<file path="src/inc/pit_params.svh">
// Overview of operation
// - Level field 000 disables the timer interrupt.
// - Request bit 3 sets on underflow, clears on 0.
// - Start bit 0 cleared stops the count.
// - Bit 1 shows counter actually running.
// - Forced stop bit 2 halts count at once.
// - Forced stop bit always reads as 0.
// - Edge flag bit 4, cleared by writing 0.
// - Underflow flag bit 5, cleared by writing 0.
// - Mode field 000 selects plain timer mode.
// - Source field 001 selects clock divided eight.
// - Gate bit 7 at 0 passes source.
// - Main counter steps on each prescaler underflow.
// - Start 1 begins counting; software awaits status.
`ifndef PIT_PARAMS_SVH
`define PIT_PARAMS_SVH
`define PIT_ADDR_W 5
`define PIT_OFS_CTRL 5'h00
`define PIT_OFS_MODE 5'h04
`define PIT_OFS_IRQ 5'h08
`define PIT_OFS_PRE 5'h0C
`define PIT_OFS_CNT 5'h10
`define PIT_CT_START 0
`define PIT_CT_RUN 1
`define PIT_CT_STOP 2
`define PIT_CT_EDGE 4
`define PIT_CT_UNDF 5
`define PIT_MD_MODE_HI 2
`define PIT_MD_MODE_LO 0
`define PIT_MD_SRC_HI 6
`define PIT_MD_SRC_LO 4
`define PIT_MD_GATE 7
`define PIT_IC_LVL_HI 2
`define PIT_IC_LVL_LO 0
`define PIT_IC_REQ 3
`define PIT_MODE_TIMER 3'h0
`define PIT_SRC_DIV8 3'h1
`define PIT_LVL_OFF 3'h0
`define PIT_RST_BYTE 8'h00
`define PIT_RST_RELOAD 8'hFF
`define PIT_DIV_RATIO 8
`define PIT_DIV_LAST 3'h7
`endif

</file>
<file path="src/inc/pit_pkg.sv">
package pit_pkg;
    typedef struct packed {
        logic [4:0] address;
        logic read;
        logic write;
        logic [31:0] writedata;
        logic [3:0] byteenable;
    } pit_avreq_s;

    typedef struct packed {
        logic [31:0] readdata;
        logic waitrequest;
    } pit_avrsp_s;

    typedef enum logic [1:0] {
        PIT_BUS_IDLE = 2'b01,
        PIT_BUS_ACK = 2'b10
    } pit_bus_e;

    typedef logic [7:0] pit_byte_t;
endpackage : pit_pkg

</file>
<file path="src/rtl/pit_src_div.sv">
`timescale 1ns/10ps
`default_nettype none
`include "pit_params.svh"
module pit_src_div (
    input wire logic clk,
    input wire logic rst_b,
    input wire logic [2:0] src_sel,
    input wire logic gate_off,
    output logic src_tick
);
    import pit_pkg::*;

    logic [2:0] div_cnt;

    // The divider runs freely so the phase of the source does not depend on
    // when software starts the timer.
    always_ff @(posedge clk) begin
        if (!rst_b) begin
            div_cnt <= 3'h0;
        end else begin
            div_cnt <= div_cnt + 3'h1;
        end
    end

    // Only the divide-by-eight source exists; other codes deliver no ticks.
    always_ff @(posedge clk) begin
        if (!rst_b) begin
            src_tick <= 1'b0;
        end else begin
            src_tick <= (src_sel == `PIT_SRC_DIV8) && !gate_off && (div_cnt == `PIT_DIV_LAST);
        end
    end
endmodule : pit_src_div
`default_nettype wire

</file>
<file path="src/rtl/pit_timer.sv">
`timescale 1ns/10ps
`default_nettype none
`include "pit_params.svh"
module pit_timer (
    input wire logic clk,
    input wire logic rst_b,
    input wire pit_pkg::pit_avreq_s av_req,
    output pit_pkg::pit_avrsp_s av_rsp,
    input wire logic edge_pin,
    output logic irq,
    output logic running,
    output logic underflow_pulse
);
    import pit_pkg::*;

    pit_bus_e bus_state;
    pit_bus_e next_bus_state;
    logic [31:0] rd_data;
    logic wait_req;
    logic wr_accept;
    logic [7:0] wr_byte;
    logic [31:0] next_rd_data;
    logic wr_ctrl;
    logic wr_mode;
    logic wr_irq;
    logic wr_pre;
    logic wr_cnt;

    logic start_bit;
    logic run_flag;
    logic edge_flag;
    logic undf_flag;
    logic [2:0] mode_sel;
    logic [2:0] src_sel;
    logic gate_off;
    logic [2:0] irq_level;
    logic irq_req;
    pit_byte_t pre_reload;
    pit_byte_t cnt_reload;
    pit_byte_t pre_count;
    pit_byte_t cnt_count;
    logic irq_out;
    logic undf_out;

    logic src_tick;
    logic count_tick;
    logic pre_undf;
    logic main_undf;
    logic force_stop;
    logic edge_rise;

    logic edge_s1;
    logic edge_s2;
    logic edge_s3;
    logic edge_level;

    assign av_rsp.readdata = rd_data;
    assign av_rsp.waitrequest = wait_req;
    assign irq = irq_out;
    assign running = run_flag;
    assign underflow_pulse = undf_out;

    function automatic logic wr_hit(
        input logic [`PIT_ADDR_W-1:0] ofs,
        input logic accept,
        input logic [`PIT_ADDR_W-1:0] addr,
        input logic [3:0] be
    );
        wr_hit = accept && (addr == ofs) && be[0];
    endfunction : wr_hit

    function automatic logic flag_next(
        input logic cur,
        input logic set,
        input logic clr
    );
        // A hardware event in the clearing cycle must not be lost.
        flag_next = set ? 1'b1 : (clr ? 1'b0 : cur);
    endfunction : flag_next

    function automatic logic at_zero(
        input pit_byte_t value
    );
        at_zero = (value == 8'h00);
    endfunction : at_zero

    // Bus handshake: one wait cycle, then the request is answered.
    always_comb begin
        next_bus_state = bus_state;
        case (bus_state)
            PIT_BUS_IDLE: begin
                if (av_req.read || av_req.write) begin
                    next_bus_state = PIT_BUS_ACK;
                end
            end
            PIT_BUS_ACK: begin
                next_bus_state = PIT_BUS_IDLE;
            end
            default: begin
                next_bus_state = PIT_BUS_IDLE;
            end
        endcase
    end

    always_ff @(posedge clk) begin
        if (!rst_b) begin
            bus_state <= PIT_BUS_IDLE;
        end else begin
            bus_state <= next_bus_state;
        end
    end

    always_ff @(posedge clk) begin
        if (!rst_b) begin
            wait_req <= 1'b1;
        end else begin
            wait_req <= !(next_bus_state == PIT_BUS_ACK);
        end
    end

    // A write takes effect at the edge where waitrequest is seen low.
    assign wr_accept = av_req.write && (bus_state == PIT_BUS_ACK);
    assign wr_byte = av_req.writedata[7:0];

    // Each register's write strobe is decoded once, so every field of one
    // register sees exactly the same accept condition.
    assign wr_ctrl = wr_hit(`PIT_OFS_CTRL, wr_accept, av_req.address, av_req.byteenable);
    assign wr_mode = wr_hit(`PIT_OFS_MODE, wr_accept, av_req.address, av_req.byteenable);
    assign wr_irq = wr_hit(`PIT_OFS_IRQ, wr_accept, av_req.address, av_req.byteenable);
    assign wr_pre = wr_hit(`PIT_OFS_PRE, wr_accept, av_req.address, av_req.byteenable);
    assign wr_cnt = wr_hit(`PIT_OFS_CNT, wr_accept, av_req.address, av_req.byteenable);

    // The read word is picked while the bus is idle and held in a register, so
    // readdata stands unchanged through the cycle in which waitrequest is low.
    always_comb begin
        next_rd_data = rd_data;
        if (bus_state == PIT_BUS_IDLE && av_req.read) begin
            case (av_req.address)
                `PIT_OFS_CTRL: begin
                    next_rd_data = {26'h0, undf_flag, edge_flag, 1'b0, 1'b0, run_flag, start_bit};
                end
                `PIT_OFS_MODE: begin
                    next_rd_data = {24'h00_0000, gate_off, src_sel, 1'b0, mode_sel};
                end
                `PIT_OFS_IRQ: begin
                    next_rd_data = {28'h000_0000, irq_req, irq_level};
                end
                `PIT_OFS_PRE: begin
                    next_rd_data = {24'h00_0000, pre_count};
                end
                `PIT_OFS_CNT: begin
                    next_rd_data = {24'h00_0000, cnt_count};
                end
                default: begin
                    next_rd_data = 32'h0000_0000;
                end
            endcase
        end
    end

    always_ff @(posedge clk) begin
        if (!rst_b) begin
            rd_data <= 32'h0000_0000;
        end else begin
            rd_data <= next_rd_data;
        end
    end

    // Forced stop is a strobe; the bit itself is never stored.
    assign force_stop = wr_ctrl && wr_byte[`PIT_CT_STOP];

    always_ff @(posedge clk) begin
        if (!rst_b) begin
            start_bit <= 1'b0;
        end else if (force_stop) begin
            start_bit <= 1'b0;
        end else if (wr_ctrl) begin
            start_bit <= wr_byte[`PIT_CT_START];
        end
    end

    // The status follows the start bit one cycle later, so software sees
    // the counter's real state rather than its own request.
    always_ff @(posedge clk) begin
        if (!rst_b) begin
            run_flag <= 1'b0;
        end else if (force_stop) begin
            run_flag <= 1'b0;
        end else begin
            run_flag <= start_bit && (mode_sel == `PIT_MODE_TIMER);
        end
    end

    always_ff @(posedge clk) begin
        if (!rst_b) begin
            mode_sel <= `PIT_MODE_TIMER;
            src_sel <= 3'h0;
            gate_off <= 1'b0;
        end else if (wr_mode) begin
            mode_sel <= wr_byte[`PIT_MD_MODE_HI:`PIT_MD_MODE_LO];
            src_sel <= wr_byte[`PIT_MD_SRC_HI:`PIT_MD_SRC_LO];
            gate_off <= wr_byte[`PIT_MD_GATE];
        end
    end

    pit_src_div u_src_div (
        .clk(clk),
        .rst_b(rst_b),
        .src_sel(src_sel),
        .gate_off(gate_off),
        .src_tick(src_tick)
    );

    // Counting needs both the request and the confirmed status, so clearing the
    // start bit or a forced stop takes hold before the next source tick.
    assign count_tick = run_flag && start_bit && src_tick;
    assign pre_undf = count_tick && at_zero(pre_count);
    assign main_undf = pre_undf && at_zero(cnt_count);

    // Writes while stopped load the count too; while running only the
    // reload value changes, so the current period is not disturbed.
    always_ff @(posedge clk) begin
        if (!rst_b) begin
            pre_reload <= `PIT_RST_RELOAD;
        end else if (wr_pre) begin
            pre_reload <= wr_byte;
        end
    end

    always_ff @(posedge clk) begin
        if (!rst_b) begin
            cnt_reload <= `PIT_RST_RELOAD;
        end else if (wr_cnt) begin
            cnt_reload <= wr_byte;
        end
    end

    // A forced stop reloads both stages, so a restart always begins a full period.
    always_ff @(posedge clk) begin
        if (!rst_b) begin
            pre_count <= `PIT_RST_RELOAD;
        end else if (wr_pre && !run_flag) begin
            pre_count <= wr_byte;
        end else if (force_stop) begin
            pre_count <= pre_reload;
        end else if (pre_undf) begin
            pre_count <= pre_reload;
        end else if (count_tick) begin
            pre_count <= pre_count - 8'h01;
        end
    end

    always_ff @(posedge clk) begin
        if (!rst_b) begin
            cnt_count <= `PIT_RST_RELOAD;
        end else if (wr_cnt && !run_flag) begin
            cnt_count <= wr_byte;
        end else if (force_stop) begin
            cnt_count <= cnt_reload;
        end else if (main_undf) begin
            cnt_count <= cnt_reload;
        end else if (pre_undf) begin
            cnt_count <= cnt_count - 8'h01;
        end
    end

    // Software may only clear the flags; writing 1 leaves them as they are.
    always_ff @(posedge clk) begin
        if (!rst_b) begin
            undf_flag <= 1'b0;
        end else begin
            undf_flag <= flag_next(undf_flag, main_undf,
                wr_ctrl && !wr_byte[`PIT_CT_UNDF]);
        end
    end

    always_ff @(posedge clk) begin
        if (!rst_b) begin
            edge_flag <= 1'b0;
        end else begin
            edge_flag <= flag_next(edge_flag, edge_rise,
                wr_ctrl && !wr_byte[`PIT_CT_EDGE]);
        end
    end

    // The edge pin is asynchronous; a level change counts only when the
    // second and third stages agree, which also filters single-cycle glitches.
    always_ff @(posedge clk) begin
        if (!rst_b) begin
            edge_s1 <= 1'b0;
            edge_s2 <= 1'b0;
            edge_s3 <= 1'b0;
        end else begin
            edge_s1 <= edge_pin;
            edge_s2 <= edge_s1;
            edge_s3 <= edge_s2;
        end
    end

    always_ff @(posedge clk) begin
        if (!rst_b) begin
            edge_level <= 1'b0;
        end else if (edge_s2 == edge_s3) begin
            edge_level <= edge_s3;
        end
    end

    assign edge_rise = (edge_s2 == edge_s3) && edge_s3 && !edge_level;

    always_ff @(posedge clk) begin
        if (!rst_b) begin
            irq_level <= `PIT_LVL_OFF;
        end else if (wr_irq) begin
            irq_level <= wr_byte[`PIT_IC_LVL_HI:`PIT_IC_LVL_LO];
        end
    end

    always_ff @(posedge clk) begin
        if (!rst_b) begin
            irq_req <= 1'b0;
        end else begin
            irq_req <= flag_next(irq_req, main_undf,
                wr_irq && !wr_byte[`PIT_IC_REQ]);
        end
    end

    // The request bit latches even at level zero so software can poll it;
    // only the line to the interrupt controller is withheld.
    always_ff @(posedge clk) begin
        if (!rst_b) begin
            irq_out <= 1'b0;
        end else begin
            irq_out <= (irq_level != `PIT_LVL_OFF) && flag_next(irq_req, main_undf, 1'b0);
        end
    end

    always_ff @(posedge clk) begin
        if (!rst_b) begin
            undf_out <= 1'b0;
        end else begin
            undf_out <= main_undf;
        end
    end
endmodule : pit_timer
`default_nettype wire

</file>
<file path="config.mk">
export PLATFORM = sky130hd
export DESIGN_NAME = pit_timer
export DESIGN_NICKNAME = d
export VERILOG_FILES = /design/src/inc/pit_pkg.sv /design/src/rtl/pit_src_div.sv /design/src/rtl/pit_timer.sv
export VERILOG_INCLUDE_DIRS = /design/src /design/src/inc
export SDC_FILE = /design/constraint.sdc
export NUM_CORES = 1
export LEC_CHECK = 0
export BUFFER_PORTS_ARGS = -buffer_cell sky130_fd_sc_hd__buf_2
export CORE_ASPECT_RATIO = 0.9
export CORE_MARGIN = 4
export CORE_UTILIZATION = 58
export DETAILED_ROUTE_END_ITERATION = 12
export PLACE_DENSITY = 0.92
export SLEW_MARGIN = 20
export SYNTH_ARGS = -nofsm -noshare
export SYNTH_HDL_FRONTEND = slang
export SYNTH_SLANG_ARGS = --single-unit
</file>
<file path="constraint.sdc">
create_clock -name clk -period 4.1 [get_ports clk]
set_clock_uncertainty 0.2 [all_clocks]
set_input_delay 0.615 -clock clk [delete_from_list [all_inputs] [get_ports clk]]
set_output_delay 0.615 -clock clk [all_outputs]
set_load 0.02 [all_outputs]
</file>
* Word-level counts from Yosys, hierarchy flattened
Cells that the tools add are included.
** Operators by class
- Multiplexer cells :: 18
- Bitwise logic cells :: 1
- Eq/ne operators :: 10
- Add/sub/neg operators :: 3
- Reductions and logical operators :: 47
** Operator list (number)
- 8-bit two-way mux :: 8
- 8-bit one-hot mux with 5 select lines :: 1
- 1-bit logical AND :: 28
- 8-bit zero test :: 2
- 8-bit by 1-bit subtractor with 8-bit output, second input constant :: 2
- 5-bit by 4-bit equality test with 1-bit output, second input constant :: 2
- 4-bit nonzero test :: 2
- 1-bit zero test :: 7
- 1-bit two-way mux :: 7
- 2-bit nonzero test :: 3
- 5-bit by 3-bit equality test with 1-bit output, second input constant :: 1
- 5-bit equality test, second input constant :: 1
- 5-bit zero test :: 1
- 2-bit equality test, second input constant :: 2
- 2-bit two-way mux :: 2
- 3-bit by 1-bit adder with 3-bit output, second input constant :: 1
- 3-bit by 1-bit equality test with 1-bit output, second input constant :: 1
- 3-bit equality test, second input constant :: 1
- 3-bit zero test :: 1
- 3-bit nonzero test :: 1
- 2-bit by 1-bit equality test with 1-bit output, second input constant :: 1
- 2-bit OR reduction :: 1
- 1-bit equality test :: 1
- 1-bit logical OR :: 1
- 1-bit NOT :: 1
** Storage, ports and cells
- Word-level logic and storage cells :: 103
- Register bits after elaboration :: 92
- Output and inout bits :: 36

* Logic depth before layout (Yosys ltp)
- Depth in word-level cells :: 7
- Gate-level depth with buffers :: 8
- Depth with buffers taken out :: 7

* Hierarchy
A second synthesis with hierarchy kept.
** Second synthesis, totals
- Cell total of the unflattened synthesis :: 394
- Area, all modules :: 3375.7 um^2
** By module, submodules not included
- pit_timer :: cells each 383, area each 3236.9 um^2, instances 1
- pit_src_div :: cells each 11, area each 138.9 um^2, instances 1

* Worst setup path after synthesis
No wires, ideal clock.
- Path kind :: input-to-reg
- From :: in av_req[39] (netlist name)
- To :: reg pre_count[0]
- Stages :: 6
- Data required time :: 3778 ps
- Buffers on the path :: 1
- Path slack :: 1547 ps
- Setup time :: 122 ps
- Arrival :: 2231 ps
- Cells stage by stage :: or3b_2 or4_1 clkbuf_1 nor2_1 a21oi_1 a221o_1
** Between the ends
- Longest elaborated chain between the ends :: 6
** RTL lines
- start, declared :: RTL line pit_timer.sv:7 : input wire pit_pkg::pit_avreq_s av_req,
- 5-bit zero test :: RTL line pit_timer.sv:69 : wr_hit = accept && (addr == ofs) && be[0];
- 1-bit logical AND (2 in a row) :: RTL line pit_timer.sv:69
- 1-bit logical AND :: RTL line pit_timer.sv:170 : assign force_stop = wr_ctrl && wr_byte[`PIT_CT_STOP];
- 8-bit two-way mux :: RTL line pit_timer.sv:244 : end else if (force_stop) begin
- 8-bit two-way mux :: RTL line pit_timer.sv:242 : end else if (wr_pre && !run_flag) begin
- end signal, assigned :: RTL line pit_timer.sv:241 : pre_count <= `PIT_RST_RELOAD;
- end signal, assigned :: RTL line pit_timer.sv:243 : pre_count <= wr_byte;
- end signal, assigned :: RTL line pit_timer.sv:245 : pre_count <= pre_reload;
- end, declared :: RTL line pit_timer.sv:40 : pit_byte_t pre_count;
Several ways; a longest one is shown, not always the timed one.
A chain may end at the register's enable or synchronous reset.

* Final worst setup path
- From :: reg run_flag, in the netlist running
- To :: reg pre_count[5]
** Between the ends
- Longest elaborated chain between the ends :: 6
** RTL lines
- start, declared :: RTL line pit_timer.sv:30 : logic run_flag;
- start signal, assigned :: RTL line pit_timer.sv:190 : run_flag <= start_bit && (mode_sel == `PIT_MODE_TIMER);
- 1-bit logical AND (2 in a row) :: RTL line pit_timer.sv:216 : assign count_tick = run_flag && start_bit && src_tick;
- 1-bit logical AND :: RTL line pit_timer.sv:217 : assign pre_undf = count_tick && at_zero(pre_count);
- 8-bit two-way mux :: RTL line pit_timer.sv:246 : end else if (pre_undf) begin
- 8-bit two-way mux :: RTL line pit_timer.sv:244
- 8-bit two-way mux :: RTL line pit_timer.sv:242
- end signal, assigned :: RTL line pit_timer.sv:243
- end signal, assigned :: RTL line pit_timer.sv:245
- end signal, assigned :: RTL line pit_timer.sv:247 : pre_count <= pre_reload;
Several ways; a longest one is shown, not always the timed one.

==> metrics.cfg <==
[die]
rows = 26
die-area_mm2 = 0.007242
core_mm2 = 0.005725
initial_core_util_pct = 60.21
fp.dieH_um = 81.14
fp.dieW_um = 89.26
ios = 82

[sta]
rsz0062_at_grt = false
finalSetupTns_ns = 0
setup_viol = 0
maxSlewHeadroom_pct = 41.16
min_period_ns = 2.622
tightest_slew_ns = 0.8793
slew_viol_final = 0
fmax_ghz = 0.3814
min_period_over_period_pct = 63.95
finalHoldViolCount = 0

[yosys]
synth_fa_ha_area_share_pct = 2.541
synth-edff-count = 0
yosysWarnings = 0
ys_seq_area_share_pct = 39.49
synth_xor_area_share_pct = 2.033
synth_simple_gate_area_share_pct = 24.32
synth_compound_area_share_pct = 20.33
netlist_instances = 416
synth_top_family_by_area = simple AND/OR/NAND/NOR gates
async_flop_share_pct = 0
synth.distinct_cells = 50
ys_top_cells_by_area = dfxtp_1, nand2_1, buf_4
syn_area_per_cell_um2 = 8.286
synthTopCellsByCount = dfxtp_1, nand2_1, a21oi_1
synth_top_area_share_pct = 39.49
synth_flop_cell = dfxtp_1
synth_mux_area_share_pct = 2.033
synth-seq-cells = 68
netlist_area_mm2 = 0.003447
synth.largest_area_cell = dfxtp_1
synth_most_common_cell = dfxtp_1

[routing]
wire_per_inst_um = 17.74
finalWirelength_mm = 9.156
firstDrtPassIters = 7
first_iter_violations = 441
ant_nets = 0
viasPerCell = 6.248
drcViolationCount = 0
routed-via-count = 3224

[placed_design]
globalplace.congestion = 0.9818
place.port_buffers = 30
dp_cells = 500
dp_hpwl_mm = 6.457

[pwr]
swShare_pct = 27.05
p_seq_share_pct = 50.0
clkPwrFrac_pct = 43.5
internal_power_mw = 0.9769
power_density_mw_per_mm2 = 357.9
leakage_nw = 1.589
vdd_ir_drop_max_uv = 271.8
combPwrFrac_pct = 6.5
p_sw_mw = 0.3623

[clock_tree]
cts_resized = 0
cts.sinks = 68
ctsHoldBuffers = 0
tritoncts = built
cts_buffer_depth = 2
root_buffer = clkbuf_8
numCtsBuffers = 9
cts.htree.levels = 3
cts.clk_slew.worst_paths_ns = 0.08
post-cts-setup-buffers = 0
clk_latency_ns = 0.36

[outcome]
status = completed

[finish]
synthToLayoutAreaGrowth_pct = 8.566
drive_above_1_share_pct = 13.23
num-nets-final = 494
num_antenna_cells = 0
layout.cells.non_filler = 516
n_fill_cell = 485

[grt]
grt_pass1_vias = 3103
antenna_found_initial = 0
grt_usage_pct = 27.15
grt_overflow = 0
grt_max_degree = 34
grt_pass1_wl_mm = 14.86

[critical_path]
cp-start-kind = register
cp.required_ns = 4.16
arrival_ns = 2.68
path_max_fanout = 10
crit_path_end_kind = register
path_class = register to register

[flow_run]
drv_cap = 0

[hold_path]
hold_path_class = register to register

worst paths after layout:
kind	startpoint	to	slack [ns]	cells past startpoint
worst min-delay path	u_src_div.div_cnt[0]	u_src_div.div_cnt[0]	0.24	1
worst min register to register	u_src_div.div_cnt[0]	u_src_div.div_cnt[0]	0.24	1
worst max register to register	running	pre_count[5]	1.48	5
worst max-delay path	running	pre_count[5]	1.48	5
sequential cells by signal (all words and copies together) (netlist names), 2 cells and up:
| signal | flops |
|---|---|
| pre_reload | 8 |
| pre_count | 8 |
| irq_level | 3 |
| u_src_div.div_cnt | 3 |
| mode_sel | 3 |
| rd_data | 8 |
| src_sel | 3 |
| cnt_reload | 8 |
| cnt_count | 8 |
| bus_state | 2 |
cell families after synthesis:
logic type / Yosys count
adders and majority gates: 7
muxes: 7
xor gates and xnor gates: 8
buffers and inverters: 57
other: 1
DFF: 68
and+or+nand+nor: 164
AOI/OAI and AO/OA: 104
worst max-delay path, cell delays in order (launching register included):
cell and delay, ns:
dfxtp_1 0.52, nand3_1 0.42, nor4_4 0.62, nor2_1 0.26
mux2i_1 0.18, a221oi_1 0.31
layout make-up:
type	instances	area, um2	area share, %
clock buffer	9	123.9	3.310
clock inverter	7	80.08	2.140
inverter	14	52.55	1.404
multi-input combinational	314	1857	49.62
sequential	68	1361	36.38
tap	70	87.58	2.340
timing repair buffer	34	180.2	4.814
placed cells by master, fill, tap and decap left out, drive strengths merged, types with 3 or more instances in the layout:
cell and n:
a211o 3, a21o 9, a21oi 30, a221oi 7
a22oi 13, and2 5, buf 34, clkbuf 9
conb 24, dfxtp 68, ha 7, inv 18
mux2i 7, nand2 55, nand2b 7, nand3 27
nand4 4, nor2 24, nor3 14, nor4 7
o211ai 15, o21ai 16, or3 6, or4 4
xnor2 5, xor2 3
power groups by stage:
| stage | Clock, mW | Sequential [mW] | Combinational (mW) |
|---|---|---|---|
| 2_1_floorplan | 0 | 0.685 | 0.0733 |
| 3_3_place_gp | 0 | 0.685 | 0.0831 |
| 3_5_place_dp | 0 | 0.686 | 0.0850 |
| 4_1_cts | 0.584 | 0.670 | 0.0855 |
| 5_1_grt | 0.616 | 0.671 | 0.0950 |
| 6_report | 0.582 | 0.670 | 0.0869 |
metrics by stage:
step	total power, mW	util (%)	cell area (um2)	hold WS [ns]	setup WS (ns)
6_report	1.339	65.36	3742	0.2411	1.478
5_1_grt	1.382	65.36	3742	0.2554	1.338
4_1_cts	1.340	65.36	3742	0.2451	1.532
3_5_place_dp	0.7709	61.80	3538	0.2337	1.178
3_3_place_gp	0.7685	61.80	3538	0.2094	1.203
2_1_floorplan	0.7585	-	3533	0.1992	1.547
routing by layer:
metal  global-route usage, %  vias up  part of all wire, %  wire length (um)
li1                        -     1508                    -                 -
met5                       0        -                    0                 0
met3                   10.14       35                   11              1027
met2                   42.19      167                   45              4153
met1                   34.05     1514                   41              3711
met4                   10.71        0                  2.9               263
Note: power is estimated with default switching activity, not from simulation.
